[config.mk]
export PLATFORM = sky130hd
export DESIGN_NAME = mbfe_front_end
export DESIGN_NICKNAME = d
export VERILOG_FILES = /design/src/mbfe_pkg.sv /design/src/mbfe_front_end.sv
export VERILOG_INCLUDE_DIRS = /design/src
export SDC_FILE = /design/constraint.sdc
export NUM_CORES = 1
export LEC_CHECK = 0
export ABC_AREA = 1
export BUFFER_PORTS_ARGS = -buffer_cell sky130_fd_sc_hd__buf_2
export CAP_MARGIN = 0
export CORE_MARGIN = 2
export CORE_UTILIZATION = 30
export DETAILED_ROUTE_END_ITERATION = 6
export PLACE_DENSITY = 0.59
export SYNTH_ARGS = -nofsm -noshare
export SYNTH_HDL_FRONTEND = slang
export SYNTH_SLANG_ARGS = --single-unit
[constraint.sdc]
create_clock -name i_sys_clk -period 1.1 [get_ports i_sys_clk]
set_input_delay 0.22 -clock i_sys_clk [delete_from_list [all_inputs] [get_ports i_sys_clk]]
set_output_delay 0.22 -clock i_sys_clk [all_outputs]
set_load 0.01 [all_outputs]
[src/mbfe_cfg.svh]
`ifndef MBFE_CFG_SVH
`define MBFE_CFG_SVH

// ----------------------------------------
// Widths and reset values
// ----------------------------------------
`define MBFE_PORT_W 8
`define MBFE_ADDR_W 16
`define MBFE_CTRL_W 3
`define MBFE_SYNC_DEPTH 2
// Control strobes other than E clock idle high, so the control synchroniser starts out inactive unless the second input is set to E clock
`define MBFE_CTRL_IDLE 3'h7
`define MBFE_BYTE_RST 8'h00
`define MBFE_ADDR_RST 16'h0000

// ----------------------------------------
// Control input bit positions
// ----------------------------------------
`define MBFE_C0_BIT 0
`define MBFE_C1_BIT 1
`define MBFE_C2_BIT 2

`endif

[src/mbfe_pkg.sv]
package mbfe_pkg;

  // ----------------------------------------
  // Build-time bus style choices
  // ----------------------------------------
  typedef enum logic [1:0] {
    MBFE_STYLE_MUX = 2'b00,
    MBFE_STYLE_NONMUX = 2'b01,
    MBFE_STYLE_PAGE = 2'b10,
    MBFE_STYLE_BURST = 2'b11
  } mbfe_style_e;

  typedef enum logic {
    MBFE_C0_WRITE_N = 1'b0,
    MBFE_C0_READ_WRITE_N = 1'b1
  } mbfe_c0_mode_e;

  typedef enum logic [1:0] {
    MBFE_C1_READ_N = 2'b00,
    MBFE_C1_DATA_STROBE_N = 2'b01,
    MBFE_C1_E_CLOCK = 2'b10,
    MBFE_C1_FETCH_READ_N = 2'b11
  } mbfe_c1_mode_e;

  typedef enum logic {
    MBFE_C2_FETCH_N = 1'b0,
    MBFE_C2_GENERIC = 1'b1
  } mbfe_c2_mode_e;

  // ----------------------------------------
  // Decoded controls handed to the decode logic
  // ----------------------------------------
  typedef struct packed {
    logic read;
    logic write;
    logic code_fetch;
    logic generic_in;
    logic [2:0] raw;
  } mbfe_ctrl_s;

endpackage

[src/mbfe_front_end.sv]
`timescale 1ns/1ps
`default_nettype none
`include "mbfe_cfg.svh"

// Operation
// Address strobe captures address, held after
// Drive data only on selected read
// Received address passed to decode logic
// Multiplexed AD0-AD7 go on lower port
// Non-multiplexed or page A0-A7 on lower
// A8-A15 go on upper port
// Page mode AD8-AD15 on upper port
// Burst A4/D0-A11/D7 on lower port
// Burst A12/D8-A19/D15 on upper port
// Write strobe low means write request
// Direction high read, low write
// Read strobe low means read request
// Second input takes data strobe/E clock
// Second input takes fetch strobe read
// Third input takes code fetch strobe
// Third input otherwise generic logic input
// All control inputs reach decode logic
// Build-time setting selects bus style
module mbfe_front_end
  import mbfe_pkg::*;
#(
  parameter mbfe_style_e STYLE = MBFE_STYLE_MUX,
  parameter mbfe_c0_mode_e C0_MODE = MBFE_C0_WRITE_N,
  parameter mbfe_c1_mode_e C1_MODE = MBFE_C1_READ_N,
  parameter mbfe_c2_mode_e C2_MODE = MBFE_C2_FETCH_N
) (
  input wire logic i_sys_clk,
  input wire logic i_rst_n,
  input wire logic [`MBFE_PORT_W-1:0] i_lower_addr_data_port,
  input wire logic [`MBFE_PORT_W-1:0] i_upper_addr_data_port,
  input wire logic i_address_strobe,
  input wire logic i_control_input_0,
  input wire logic i_control_input_1,
  input wire logic i_control_input_2,
  input wire logic i_block_select,
  input wire logic [2*`MBFE_PORT_W-1:0] i_read_data,
  output logic [`MBFE_PORT_W-1:0] o_lower_addr_data_port,
  output logic o_lower_addr_data_oe,
  output logic [`MBFE_PORT_W-1:0] o_upper_addr_data_port,
  output logic o_upper_addr_data_oe,
  output logic [`MBFE_ADDR_W-1:0] o_latched_addr,
  output mbfe_ctrl_s o_pld_ctrl
);

  // ----------------------------------------
  // Style decode
  // ----------------------------------------
  function automatic logic port_is_latched(input mbfe_style_e s, input logic upper);
    port_is_latched = upper ? (s == MBFE_STYLE_PAGE || s == MBFE_STYLE_BURST)
                            : (s == MBFE_STYLE_MUX || s == MBFE_STYLE_BURST);
  endfunction

  wire lower_latched = port_is_latched(STYLE, 1'b0);
  wire upper_latched = port_is_latched(STYLE, 1'b1);
  // Plain address styles never turn their lanes around
  wire lower_carries_data = (STYLE == MBFE_STYLE_MUX) || (STYLE == MBFE_STYLE_BURST);
  wire upper_carries_data = (STYLE == MBFE_STYLE_PAGE) || (STYLE == MBFE_STYLE_BURST);

  // ----------------------------------------
  // Pin synchronisers
  // ----------------------------------------
  logic [`MBFE_PORT_W-1:0] lower_m_reg, lower_s_reg, upper_m_reg, upper_s_reg;
  logic [`MBFE_CTRL_W-1:0] ctrl_m_reg, ctrl_s_reg;
  logic as_m_reg, as_s_reg;

  always_ff @(posedge i_sys_clk or negedge i_rst_n) begin
    if (!i_rst_n) begin
      lower_m_reg <= `MBFE_BYTE_RST;
      lower_s_reg <= `MBFE_BYTE_RST;
      upper_m_reg <= `MBFE_BYTE_RST;
      upper_s_reg <= `MBFE_BYTE_RST;
      ctrl_m_reg <= `MBFE_CTRL_IDLE;
      ctrl_s_reg <= `MBFE_CTRL_IDLE;
      as_m_reg <= 1'b0;
      as_s_reg <= 1'b0;
    end else begin
      lower_m_reg <= i_lower_addr_data_port;
      lower_s_reg <= lower_m_reg;
      upper_m_reg <= i_upper_addr_data_port;
      upper_s_reg <= upper_m_reg;
      ctrl_m_reg <= {i_control_input_2, i_control_input_1, i_control_input_0};
      ctrl_s_reg <= ctrl_m_reg;
      as_m_reg <= i_address_strobe;
      as_s_reg <= as_m_reg;
    end
  end

  // ----------------------------------------
  // Control decode
  // ----------------------------------------
  wire c0 = ctrl_s_reg[`MBFE_C0_BIT];
  wire c1 = ctrl_s_reg[`MBFE_C1_BIT];
  wire c2 = ctrl_s_reg[`MBFE_C2_BIT];
  // E clock is the only high-active strobe on the control inputs
  wire c1_active = (C1_MODE == MBFE_C1_E_CLOCK) ? c1 : ~c1;
  wire dir_mode = (C0_MODE == MBFE_C0_READ_WRITE_N);
  wire rd_req = dir_mode ? (c0 & c1_active) : c1_active;
  wire wr_req = dir_mode ? (~c0 & c1_active) : ~c0;
  wire fetch_req = (C2_MODE == MBFE_C2_FETCH_N) & ~c2;
  wire generic_in = (C2_MODE == MBFE_C2_GENERIC) & c2;
  wire any_read = rd_req | fetch_req;

  // Drivers stay off while the strobe is up: the lanes carry address then
  wire drive_ok = any_read & i_block_select & ~as_s_reg & ~wr_req;
  wire lower_oe_next = drive_ok & lower_carries_data;
  wire upper_oe_next = drive_ok & upper_carries_data;

  // ----------------------------------------
  // Address capture
  // ----------------------------------------
  // Latched lanes follow the pins while the strobe is up and freeze after
  wire [`MBFE_PORT_W-1:0] lower_addr_next =
      (lower_latched & ~as_s_reg) ? o_latched_addr[`MBFE_PORT_W-1:0] : lower_s_reg;
  wire [`MBFE_PORT_W-1:0] upper_addr_next =
      (upper_latched & ~as_s_reg) ? o_latched_addr[`MBFE_ADDR_W-1:`MBFE_PORT_W]
                                  : upper_s_reg;
  wire [`MBFE_PORT_W-1:0] upper_data_next = (STYLE == MBFE_STYLE_BURST) ?
      i_read_data[2*`MBFE_PORT_W-1:`MBFE_PORT_W] : i_read_data[`MBFE_PORT_W-1:0];

  mbfe_ctrl_s ctrl_next;
  assign ctrl_next = '{read: any_read, write: wr_req, code_fetch: fetch_req,
                       generic_in: generic_in, raw: ctrl_s_reg};

  // ----------------------------------------
  // Output registers
  // ----------------------------------------
  always_ff @(posedge i_sys_clk or negedge i_rst_n) begin
    if (!i_rst_n) begin
      o_latched_addr <= `MBFE_ADDR_RST;
      o_pld_ctrl <= '{read: 1'b0, write: 1'b0, code_fetch: 1'b0, generic_in: 1'b0,
                      raw: `MBFE_CTRL_IDLE};
      o_lower_addr_data_oe <= 1'b0;
      o_upper_addr_data_oe <= 1'b0;
      o_lower_addr_data_port <= `MBFE_BYTE_RST;
      o_upper_addr_data_port <= `MBFE_BYTE_RST;
    end else begin
      o_latched_addr <= {upper_addr_next, lower_addr_next};
      o_pld_ctrl <= ctrl_next;
      o_lower_addr_data_oe <= lower_oe_next;
      o_upper_addr_data_oe <= upper_oe_next;
      o_lower_addr_data_port <= i_read_data[`MBFE_PORT_W-1:0];
      o_upper_addr_data_port <= upper_data_next;
    end
  end
endmodule // mbfe_front_end

`default_nettype wire

# [Word level (Yosys, flattened, before mapping)]
# Index checks and enable logic that the tools add are counted.
[totals] reg_bits=71 input_bits=39 output_inout_bits=41
[op_classes] bitwise=8
[ops] op="inverter 1 bit" count=4
[ops] op="AND 1 bit" count=3
[ops] op="OR 1 bit" count=1

# [Logic depth before layout (Yosys ltp)]
# Gate-level depths: netlist of run 1.
[logic_depth] depth_word=5 mapped_depth=4 depth_no_buf=3

# [Worst setup path before layout of run 1]
# Ideal clock, no wire load.
[synth_path] kind="register -> register" from="register as_s_reg" to="register o_lower_addr_data_oe" arrival_ps=717 t_required_ps=1031 slack_ps=314 stages_incl_launch_ff=5 n_path_buf=1 period_less_slack_ps=786 cell_sequence="dfrtp_1 -> buf_6 -> inv_2 -> nand3_2 -> nor2_2"
[synth_via] elab_chain_len=3
[synth_lines] item="start: declaration" line="mbfe_front_end.sv:69" rtl="logic as_m_reg, as_s_reg;"
[synth_lines] item="start signal: assignment" line="mbfe_front_end.sv:89" rtl="as_s_reg <= as_m_reg;"
[synth_lines] item="inverter 1 bit"
[synth_lines] item="AND 1 bit (2 in series)" line="mbfe_front_end.sv:109" rtl="wire drive_ok = any_read & i_block_select & ~as_s_reg & ~wr_req;"
[synth_lines] item="net drive_ok" line="mbfe_front_end.sv:109"
[synth_lines] item="end signal: assignment" line="mbfe_front_end.sv:144" rtl="o_lower_addr_data_oe <= lower_oe_next;"
[synth_lines] item="end: declaration" line="mbfe_front_end.sv:43" rtl="output logic o_lower_addr_data_oe,"
# The timed path passes the listed nets, and every way through them passes these cells.
# A chain may end at the register's enable or synchronous reset.

# [Final worst setup path of run 1]
[layout_path] from="register o_pld_ctrl[1] (netlist name)" to="output port o_pld_ctrl[1] (netlist name)"
[layout_rtl] item="start: declaration" line="mbfe_front_end.sv:47" rtl="output mbfe_ctrl_s o_pld_ctrl"
[layout_rtl] item="start signal: assignment" line="mbfe_front_end.sv:135" rtl="o_pld_ctrl <= '{read: 1'b0, write: 1'b0, code_fetch: 1'b0, generic_in: 1'b0,"
[layout_rtl] item="start signal: assignment" line="mbfe_front_end.sv:143" rtl="o_pld_ctrl <= ctrl_next;"
# No word-level cell between the ends.

==> results of run 1 <==
repair_timing:
item                       in CTS  in global routing
hold buffers                   29                  0
buffers inserted                2                  2
gates resized for setup         3                  3
setup endpoints to repair      15                 26
hold endpoints to repair       90                  0
worst paths after layout:
path | start | end | slack [ns] | cells after the start
max in group asynchronous | i_rst_n | ctrl_s_reg[2]$_DFF_PN1_ | 0.33 | 3
min | i_block_select | o_lower_addr_data_oe$_DFF_PN0_ | 0.12 | 3
min reg2reg | upper_m_reg[1]$_DFF_PN0_ | upper_addr_next[1]$_DFF_PN0_ | 0.35 | 0
max reg2reg | as_s_reg$_DFF_PN0_ | o_lower_addr_data_oe$_DFF_PN0_ | 0.21 | 3
min in group asynchronous | i_rst_n | lower_m_reg[4]$_DFF_PN0_ | 0.42 | 3
max | o_pld_ctrl[1]$_DFF_PN1_ | o_pld_ctrl[1] | -0.08 | 1
cells by family after synthesis:
family,count (synthesis),share of synthesized area
and+or+nand+nor,27,0.0550
DFF,71,0.893
buffers and inverters,15,0.0506
other,1,0.00187
cell type report:
cell class | instances | share of cell area
clock buffers | 9 | 0.0421
clock inverters | 7 | 0.0263
inverters | 4 | 0.00510
multi-input cells | 29 | 0.0399
flip-flops and latches | 71 | 0.607
well taps | 77 | 0.0327
repair buffers | 103 | 0.246
synth_stat cells:
cell | count | area, um^2
nand3_2 | 1 | 10.0
conb_1 | 1 | 3.75
nand2_1 | 25 | 93.8
inv_2 | 1 | 3.75
dfstp_2 | 9 | 236
nor2_2 | 1 | 6.26
buf_4 | 10 | 75.1
buf_6 | 1 | 11.3
inv_1 | 3 | 11.3
dfrtp_1 | 62 | 1550
metrics by stage:
stage | worst slack (ns) | setup TNS, ns
after floorplan | 0.314 | 0
after global placement | 0.219 | 0
after detailed placement | 0.215 | 0
after CTS | -0.110 | -0.487
after global routing | -0.141 | -1.02
final | -0.0811 | -0.250
power by group:
part,switching (uW),internal (uW)
Combinational,176,213
Sequential,55.9,2760
Clock,984,1070
Total,1220,4050
routing by layer:
metal,global-route usage,up-vias,routed length [um]
li1,-,544,-
met1,0.108,546,1280
met2,0.149,56,1660
met3,0.0481,7,284
met4,0.0649,0,46
met5,0,-,0
==> impl_table.tex, run 1 <==
\begin{tabular}{lr}
\hline
Metric & Value \\
\hline
\multicolumn{2}{l}{\textbf{Worst hold path}} \\
\quad Class of the tightest hold or removal check & in -> reg \\
\multicolumn{2}{l}{\textbf{Synthesis}} \\
\quad Mean area per synthesized cell & 17.6 um\^{}2 \\
\quad Number of instances in the synthesized netlist & 114 \\
\quad Post-synthesis instance area & 2000 um\^{}2 \\
\quad Yosys reg bits & 71 \\
\quad Cell variety after synth & 10 \\
\quad Part of the Yosys area used for sequential elements & 0.893 \\
\quad Ys Warns & 0 \\
\multicolumn{2}{l}{\textbf{Cells and area}} \\
\quad Area taken by flip-flops and latches & 1790 um\^{}2 \\
\quad Commonest cells after routing, fill and taps aside & dfrtp\_1, buf\_2, dlygate4sd3\_1, nand2\_1 \\
\quad Final Instance Count excl. Fillers & 300 \\
\quad Signed area change from the synthesized netlist to the final layout & 47.0\% \\
\quad Flip-flop count of the largest register after layout & 16 \\
\quad Post-route cell area & 2940 um\^{}2 \\
\quad Total area of multi-input combinational cells & 118 um\^{}2 \\
\quad Number of antenna cells inserted & 0 \\
\quad Fillers & 574 \\
\quad Final net count & 257 \\
\quad Register name with the most flops & o\_latched\_addr \\
\quad Fin util & 0.461 \\
\quad Ratio of cells with drive above 1 in the final layout & 0.457 \\
\multicolumn{2}{l}{\textbf{CTS}} \\
\quad Clock buffer count from CTS & 9 \\
\quad Clock root buffer & clkbuf\_8 \\
\quad Clock tree from TritonCTS & done \\
\quad Total clock sinks & 71 \\
\quad Clock-pin slew on the worst setup and hold paths & 0.07 ns \\
\quad Clock Latency Late Sink & 0.34 ns \\
\quad H-tree levels & 3 \\
\quad Number of buffers between clock root and the deepest sink & 2 \\
\multicolumn{2}{l}{\textbf{Timing}} \\
\quad Number of endpoints with negative hold slack in the final report & 0 \\
\quad Final worst clock skew & 0.00643 ns \\
\quad Max Fclk & 847 MHz \\
\quad Share of the clock period used by the worst path after layout & 1.07 \\
\quad Setup Viol. Count Final & 5 \\
\quad Total count of max-transition violations in the final report & 0 \\
\quad Final Worst Setup Slack & -0.0811 ns \\
\quad RSZ-0062 raised after global routing & yes \\
\quad Min cycle time layout & 1.18 ns \\
\quad Hold slack & 0.118 ns \\
\multicolumn{2}{l}{\textbf{Detailed routing}} \\
\quad Detailed-route wire length & 3.26 mm \\
\quad DR vias/cell & 3.84 \\
\quad Post-route DRC & 0 \\
\quad Routed vias & 1153 \\
\quad Mean routed wirelength per cell & 10.9 um \\
\quad Number of iterations in the first detailed-routing pass & 4 \\
\quad DRC violation total after the first TritonRoute iteration & 29 \\
\quad Antenna-violating nets left & 0 \\
\multicolumn{2}{l}{\textbf{Worst setup path}} \\
\quad Critical Path, Cell by Cell & buf\_6 \\
\quad Capturing element type of the critical path & output pin \\
\quad Largest delay contributor family on the critical path & flip-flops \\
\quad Start-to-end type of the worst setup path & reg -> out \\
\quad Required @ worst endpoint & 0.88 ns \\
\quad Master of the slowest instance on the critical path & dfstp\_2 \\
\quad Slowest Stage Delay on Critical Path & 0.53 ns \\
\quad Top fanout value on the critical path & 1 \\
\quad Type of element launching the critical path & flip-flop \\
\quad CP Data Arrival Time & 0.96 ns \\
\quad Total buffers and inverters traversed by the critical path & 1 \\
\multicolumn{2}{l}{\textbf{Status}} \\
\quad Outcome & complete, but fails checks \\
\quad Violations in the final reports & setup timing \\
\multicolumn{2}{l}{\textbf{Pwr}} \\
\quad Leakage & 0.00147 uW \\
\quad Worst VDD drop & 0.000904 V \\
\quad Power per unit of standard cell area & 1790 nW/um\^{}2 \\
\quad Total power & 5260 uW \\
\multicolumn{2}{l}{\textbf{Placed design}} \\
\quad Count of buffers from port buffering & 69 \\
\quad Post-placement cell count & 251 \\
\quad Area post-placement & 2380 um\^{}2 \\
\quad Placer Congestion & 0.642 \\
\multicolumn{2}{l}{\textbf{GRT}} \\
\quad Wire length of the first global-routing pass & 5.18 mm \\
\quad Global-route congestion overflow total & 0 \\
\quad Global Route Usage Sum & 0.0976 \\
\quad Pin count of the biggest net entering global routing & 72 \\
\quad Number of antenna violations at the first check in global routing & 0 \\
\quad Via count of the first global-routing pass & 1144 \\
\multicolumn{2}{l}{\textbf{Floorplan}} \\
\quad Cell row count & 29 \\
\quad Ports & 80 \\
\quad Initial Utilization & 0.314 \\
\quad Die width & 85.7 um \\
\quad Die ar. & 7350 um\^{}2 \\
\quad Placeable core region & 6390 um\^{}2 \\
\quad Die height & 85.7 um \\
\multicolumn{2}{l}{\textbf{Run}} \\
\quad Max-capacitance violation count & 0 \\
\hline
\end{tabular}
Power figures use the tool's default switching activity.
==> run 2: changes to the inputs <==
- BUFFER_PORTS_ARGS: -buffer_cell sky130_fd_sc_hd__buf_2 -> default
- DONT_BUFFER_PORTS: default -> 1
- PLACE_DENSITY: 0.59 -> 0.49
==> impl_table.tex, run 2 (same netlist as run 1, synthesis figures left out) <==
\begin{tabular}{lr}
\hline
Metric & Value \\
\hline
\multicolumn{2}{l}{\textbf{Timing}} \\
\quad Min cycle time layout & 1.11 ns (-0.0753 ns) \\
\quad Final worst clock skew & 0.00970 ns (+0.00327 ns) \\
\quad Max Fclk & 904 MHz (+6.8\%) \\
\quad Hold slack & -0.427 ns (-0.545 ns) \\
\quad Setup Viol. Count Final & 1 (-4) \\
\quad Share of the clock period used by the worst path after layout & 1.01 (-0.0685) \\
\quad Total count of max-transition violations in the final report & 0 (unchanged) \\
\quad Number of endpoints with negative hold slack in the final report & 71 (+71) \\
\quad Final Worst Setup Slack & -0.00575 ns (+0.0753 ns) \\
\quad RSZ-0062 raised after global routing & yes \\
\multicolumn{2}{l}{\textbf{Detailed routing}} \\
\quad Post-route DRC & 0 (unchanged) \\
\quad Routed vias & 886 (-23\%) \\
\quad DR vias/cell & 3.90 (+1.6\%) \\
\quad Number of iterations in the first detailed-routing pass & 4 (unchanged) \\
\quad Mean routed wirelength per cell & 12.9 um (+18\%) \\
\quad DRC violation total after the first TritonRoute iteration & 35 (+21\%) \\
\quad Detailed-route wire length & 2.93 mm (-10\%) \\
\quad Antenna-violating nets left & 0 (unchanged) \\
\multicolumn{2}{l}{\textbf{Placed design}} \\
\quad Post-placement cell count & 182 (-27\%) \\
\quad Placer Congestion & 0.638 (-0.70\%) \\
\quad Count of buffers from port buffering & 0 (-100\%) \\
\quad Worst slack, placed & 0.270 ns (+0.0549 ns) \\
\quad Hpwl dp & 1.85 mm \\
\multicolumn{2}{l}{\textbf{Floorplan}} \\
\quad Die ar. & 7350 um\^{}2 (unchanged) \\
\quad Initial Utilization & 0.314 (unchanged) \\
\quad Ports & 80 (unchanged) \\
\quad Die height & 85.7 um (unchanged) \\
\quad Die width & 85.7 um (unchanged) \\
\quad Placeable core region & 6390 um\^{}2 (unchanged) \\
\quad Cell row count & 29 (unchanged) \\
\multicolumn{2}{l}{\textbf{CTS}} \\
\quad Number of buffers between clock root and the deepest sink & 2 (unchanged) \\
\quad Cts hold-fix bufs & 29 (unchanged) \\
\quad Clock tree from TritonCTS & done \\
\quad Clock buffer count from CTS & 9 (unchanged) \\
\quad Clock Latency Late Sink & 0.34 ns (about the same) \\
\quad H-tree levels & 3 (unchanged) \\
\quad Gates resized, CTS repair & 0 (-3) \\
\quad Clock root buffer & clkbuf\_8 \\
\quad Total clock sinks & 71 (unchanged) \\
\quad Post-CTS Repair Setup Buffers & 0 (-2) \\
\quad Clock-pin slew on the worst setup and hold paths & 0.07 ns (about the same) \\
\multicolumn{2}{l}{\textbf{Pwr}} \\
\quad Worst VDD drop & 0.00103 V (+14\%) \\
\quad P\_int & 3740 uW (-7.6\%) \\
\quad Combinational share of power & 0.027 (-0.047) \\
\quad Share of total power consumed by net switching & 0.213 (-0.0180) \\
\quad Leakage & 0.00113 uW (-23\%) \\
\quad Power per unit of standard cell area & 1910 nW/um\^{}2 (+7.1\%) \\
\quad Clock network fraction of total power & 0.368 (-0.022) \\
\quad Part of the total power dissipated in sequential elements & 0.605 (+0.069) \\
\quad Total net switching power & 1010 uW (-17\%) \\
\multicolumn{2}{l}{\textbf{Cells and area}} \\
\quad Signed area change from the synthesized netlist to the final layout & 24.0\% \\
\quad Ratio of cells with drive above 1 in the final layout & 0.167 (-0.291) \\
\quad Final net count & 184 (-28\%) \\
\quad Flip-flop count of the largest register after layout & 16 (unchanged) \\
\quad Commonest cells after routing, fill and taps aside & dfrtp\_1, dlygate4sd3\_1, nand2\_1, clkbuf\_8, dfstp\_2 \\
\quad Register name with the most flops & o\_latched\_addr \\
\quad Number of antenna cells inserted & 0 (unchanged) \\
\quad Leading cell type in the layout, fill and taps excluded & dfrtp\_1 \\
\quad Final Instance Count excl. Fillers & 227 (-24\%) \\
\multicolumn{2}{l}{\textbf{GRT}} \\
\quad Wire length of the first global-routing pass & 4.73 mm (-8.5\%) \\
\quad Pin count of the biggest net entering global routing & 72 (unchanged) \\
\quad Global Route Usage Sum & 0.0926 (-0.00501) \\
\quad Global-route congestion overflow total & 0 (unchanged) \\
\quad Number of antenna violations at the first check in global routing & 0 (unchanged) \\
\quad Via count of the first global-routing pass & 945 (-17\%) \\
\multicolumn{2}{l}{\textbf{Status}} \\
\quad Outcome & complete, but fails checks \\
\quad Violations in the final reports & hold timing, setup timing \\
\multicolumn{2}{l}{\textbf{Run}} \\
\quad Max-capacitance violation count & 0 (unchanged) \\
\multicolumn{2}{l}{\textbf{Worst setup path}} \\
\quad Required @ worst endpoint & 0.88 ns (about the same) \\
\quad Capturing element type of the critical path & output pin \\
\quad Type of element launching the critical path & flip-flop \\
\quad CP Data Arrival Time & 0.89 ns (-0.07 ns) \\
\quad Start-to-end type of the worst setup path & reg -> out \\
\quad Top fanout value on the critical path & 1 (unchanged) \\
\multicolumn{2}{l}{\textbf{Worst hold path}} \\
\quad Class of the tightest hold or removal check & in -> async \\
\hline
\end{tabular}
## run 2: changes by cell type in the layout (fill, tap and decap cells not counted), sizes merged
| cell | before | now |
|---|---|---|
| buf | 74 | 1 |
| clkbuf | 9 | 14 |
| inv | 7 | 4 |
| bufinv | 1 | 0 |
| clkinv | 2 | 1 |
## run 2: path summary, 6_finish.rpt
| check | startpoint | end | slack, ns | cells past startpoint |
|---|---|---|---|---|
| hold / removal | i_rst_n | o_latched_addr[2]$_DFFE_PN0P_ | -0.43 | 0 |
| min in group i_sys_clk | lower_m_reg[7]$_DFF_PN0_ | lower_s_reg[7]$_DFF_PN0_ | 0.34 | 0 |
| setup / recovery | o_pld_ctrl[1]$_DFF_PN1_ | o_pld_ctrl[1] | -0.006 | 0 |
| setup reg to reg | as_s_reg$_DFF_PN0_ | o_lower_addr_data_oe$_DFF_PN0_ | 0.27 | 3 |
| hold reg to reg | lower_m_reg[7]$_DFF_PN0_ | lower_s_reg[7]$_DFF_PN0_ | 0.34 | 0 |
| max in group asynchronous | i_rst_n | ctrl_s_reg[2]$_DFF_PN1_ | 1.33 | 0 |
## run 2: cell type report
class	count	area [um^2]
multi-input combinational	29	118
clock buffer	14	153
clock inverter	2	16.3
timing repair buffer	30	298
inverter	4	15.0
fill	619	3900
tap	77	96.3
sequential	71	1790
## run 2: stage by stage
stage                     cell area, um^2  power (uW)  utilization  setup TNS, ns
after floorplan                      2010        2970            -              0
after global placement               2020        2970        0.317              0
after detailed placement             2020        2980        0.317              0
after CTS                            2480        4860        0.389        -0.0908
after global routing                 2480        5010        0.389         -0.138
final                                2480        4750        0.389       -0.00575
## run 2: power by group through the flow
| stage | Combinational (uW) | Clock, uW | Sequential [uW] |
|---|---|---|---|
| finish | 127 | 1750 | 2880 |
| floorplan | 75.7 | 0 | 2890 |
| global route | 144 | 1980 | 2890 |
| detailed placement | 45.1 | 0 | 2930 |
| global placement | 43.0 | 0 | 2930 |
| CTS | 129 | 1850 | 2880 |
## run 2: metal layers
metal  GRT usage  vias to the layer above  share of wire
met5           0                        -              0
met3      0.0616                        4          0.096
met4      0.0577                        0          0.012
li1            -                      395              -
met2       0.151                       46           0.56
met1      0.0844                      441           0.34
==> run 3: changes to the inputs <==
- clock period: 1.1 -> 1.3 ns (I/O delays scaled with it)
==> impl_table.tex, run 3 (same netlist as run 1, synthesis figures left out) <==
\begin{tabular}{lr}
\hline
Metric & Value \\
\hline
\multicolumn{2}{l}{\textbf{Timing}} \\
\quad Share of the clock period used by the worst path after layout & 0.882 \\
\quad Max Fclk & 872 MHz \\
\quad Total negative setup slack & 0 ns (+0.00575 ns) \\
\quad Min cycle time layout & 1.15 ns \\
\quad Hold slack & -0.385 ns (+0.0417 ns) \\
\quad Total count of max-transition violations in the final report & 0 (unchanged) \\
\quad Setup Viol. Count Final & 0 (-1) \\
\quad Number of endpoints with negative hold slack in the final report & 71 (unchanged) \\
\quad Final worst clock skew & 0.00634 ns (-0.00336 ns) \\
\quad RSZ-0062 raised after global routing & no \\
\multicolumn{2}{l}{\textbf{GRT}} \\
\quad Global routing usage on met3 & 0.0616 (unchanged) \\
\quad Most used routing layer in global routing & met2 \\
\quad Pin count of the biggest net entering global routing & 72 (unchanged) \\
\quad Number of antenna violations at the first check in global routing & 0 (unchanged) \\
\quad Met2 usage & 0.153 (+0.00142) \\
\quad Wire length of the first global-routing pass & 4.73 mm (-0.15\%) \\
\quad Global-route track usage on met1 & 0.0862 (+0.00179) \\
\quad Via count of the first global-routing pass & 922 (-2.4\%) \\
\quad Global Route Usage Sum & 0.0918 (-0.000861) \\
\quad Global-route congestion overflow total & 0 (unchanged) \\
\multicolumn{2}{l}{\textbf{Cells and area}} \\
\quad Register name with the most flops & o\_latched\_addr \\
\quad Leading cell type in the layout, fill and taps excluded & dfrtp\_1 \\
\quad Number of antenna cells inserted & 0 (unchanged) \\
\quad Fillers & 610 (-1.5\%) \\
\quad Final net count & 182 (-1.1\%) \\
\quad Signed area change from the synthesized netlist to the final layout & 24.3\% \\
\quad Commonest cells after routing, fill and taps aside & dfrtp\_1, dlygate4sd3\_1, nand2\_1, clkbuf\_8, dfstp\_2 \\
\quad Flip-flop count of the largest register after layout & 16 (unchanged) \\
\quad Ratio of cells with drive above 1 in the final layout & 0.189 (+0.0225) \\
\multicolumn{2}{l}{\textbf{CTS}} \\
\quad Clock buffer count from CTS & 9 (unchanged) \\
\quad H-tree levels & 3 (unchanged) \\
\quad Clock tree from TritonCTS & done \\
\quad Clock root buffer & clkbuf\_8 \\
\quad Number of buffers between clock root and the deepest sink & 2 (unchanged) \\
\quad Post-CTS Repair Setup Buffers & 0 (unchanged) \\
\quad Gates resized, CTS repair & 0 (unchanged) \\
\quad Clock-pin slew on the worst setup and hold paths & 0.07 ns (about the same) \\
\quad Cts hold-fix bufs & 28 (-3.4\%) \\
\quad Clock Latency Late Sink & 0.34 ns (about the same) \\
\quad Total clock sinks & 71 (unchanged) \\
\multicolumn{2}{l}{\textbf{Floorplan}} \\
\quad Ports & 80 (unchanged) \\
\quad Placeable core region & 6390 um\^{}2 (unchanged) \\
\quad Cell row count & 29 (unchanged) \\
\quad Die height & 85.7 um (unchanged) \\
\quad Initial Utilization & 0.314 (unchanged) \\
\quad Die ar. & 7350 um\^{}2 (unchanged) \\
\quad Die width & 85.7 um (unchanged) \\
\multicolumn{2}{l}{\textbf{Detailed routing}} \\
\quad DR vias/cell & 3.88 (-0.48\%) \\
\quad Routed vias & 874 (-1.4\%) \\
\quad Mean routed wirelength per cell & 12.9 um (+0.30\%) \\
\quad Antenna-violating nets left & 0 (unchanged) \\
\quad Detailed-route wire length & 2.91 mm (-0.58\%) \\
\quad Post-route DRC & 0 (unchanged) \\
\quad DRC violation total after the first TritonRoute iteration & 30 (-14\%) \\
\quad Number of iterations in the first detailed-routing pass & 4 (unchanged) \\
\multicolumn{2}{l}{\textbf{Run}} \\
\quad Max-capacitance violation count & 0 (unchanged) \\
\multicolumn{2}{l}{\textbf{Worst setup path}} \\
\quad Top fanout value on the critical path & 1 (unchanged) \\
\quad Startpoint of the most critical setup path & o\_pld\_ctrl[1]\$\_DFF\_PN1\_ \\
\quad Required @ worst endpoint & 1.04 ns (+0.16 ns) \\
\quad Type of element launching the critical path & flip-flop \\
\quad Worst reg2reg startpoint & as\_s\_reg\$\_DFF\_PN0\_ \\
\quad Start-to-end type of the worst setup path & reg -> out \\
\quad CP Data Arrival Time & 0.89 ns (about the same) \\
\quad Capturing element type of the critical path & output pin \\
\multicolumn{2}{l}{\textbf{Pwr}} \\
\quad Leakage & 0.00115 uW (+1.1\%) \\
\quad Worst VDD drop & 0.00108 V (+4.9\%) \\
\quad Power per unit of standard cell area & 1660 nW/um\^{}2 (-13\%) \\
\multicolumn{2}{l}{\textbf{Status}} \\
\quad Violations in the final reports & hold timing \\
\quad Outcome & complete, but fails checks \\
\multicolumn{2}{l}{\textbf{Placed design}} \\
\quad Count of buffers from port buffering & 0 (unchanged) \\
\quad Placer Congestion & 0.638 (unchanged) \\
\quad Hpwl dp & 1.85 mm (about the same) \\
\multicolumn{2}{l}{\textbf{Worst hold path}} \\
\quad Class of the tightest hold or removal check & in -> async \\
\hline
\end{tabular}
-- run 3: path summary, 6_finish.rpt --
kind	to	slack [ns]	cells past startpoint
max in group asynchronous	ctrl_s_reg[2]$_DFF_PN1_	1.49	0
max reg2reg	o_lower_addr_data_oe$_DFF_PN0_	0.41	3
min	o_latched_addr[2]$_DFFE_PN0P_	-0.39	0
max	o_pld_ctrl[1]	0.15	0
min reg2reg	lower_s_reg[1]$_DFF_PN0_	0.34	0
min in group i_sys_clk	o_lower_addr_data_oe$_DFF_PN0_	0.05	2
-- run 3: layer usage --
layer | wire, um | part of all wire | vias up
li1 | - | - | 388
met1 | 979 | 0.34 | 433
met2 | 1590 | 0.55 | 45
met3 | 285 | 0.098 | 8
met4 | 57 | 0.020 | 0
met5 | 0 | 0 | -
-- run 3: cell type report --
class / instances / area, um^2 / area share
clock inverter: 4 / 27.5 / 0.0111
multi-input combinational: 29 / 118 / 0.0472
tap: 77 / 96.3 / 0.0387
clock buffer: 12 / 165 / 0.0663
sequential: 71 / 1790 / 0.718
timing repair buffer: 28 / 280 / 0.113
inverter: 4 / 15.0 / 0.00603
-- run 3: stage by stage --
stage          cells  area [um^2]  setup WS [ns]  power, uW   util
2_1_floorplan    115         2010          0.501       2510      -
3_3_place_gp     181         2020          0.410       2510  0.316
3_5_place_dp     181         2020          0.400       2520  0.316
4_1_cts          225         2490          0.123       4230  0.390
5_1_grt          225         2490          0.111       4370  0.390
6_report         225         2490          0.153       4140  0.390
-- run 3: where the power goes --
group / internal, uW / total, uW / switching (uW)
clock: 852 / 1610 / 756
combinational: 67.8 / 101 / 32.7
sequential: 2340 / 2430 / 93.2
total: 3260 / 4140 / 882
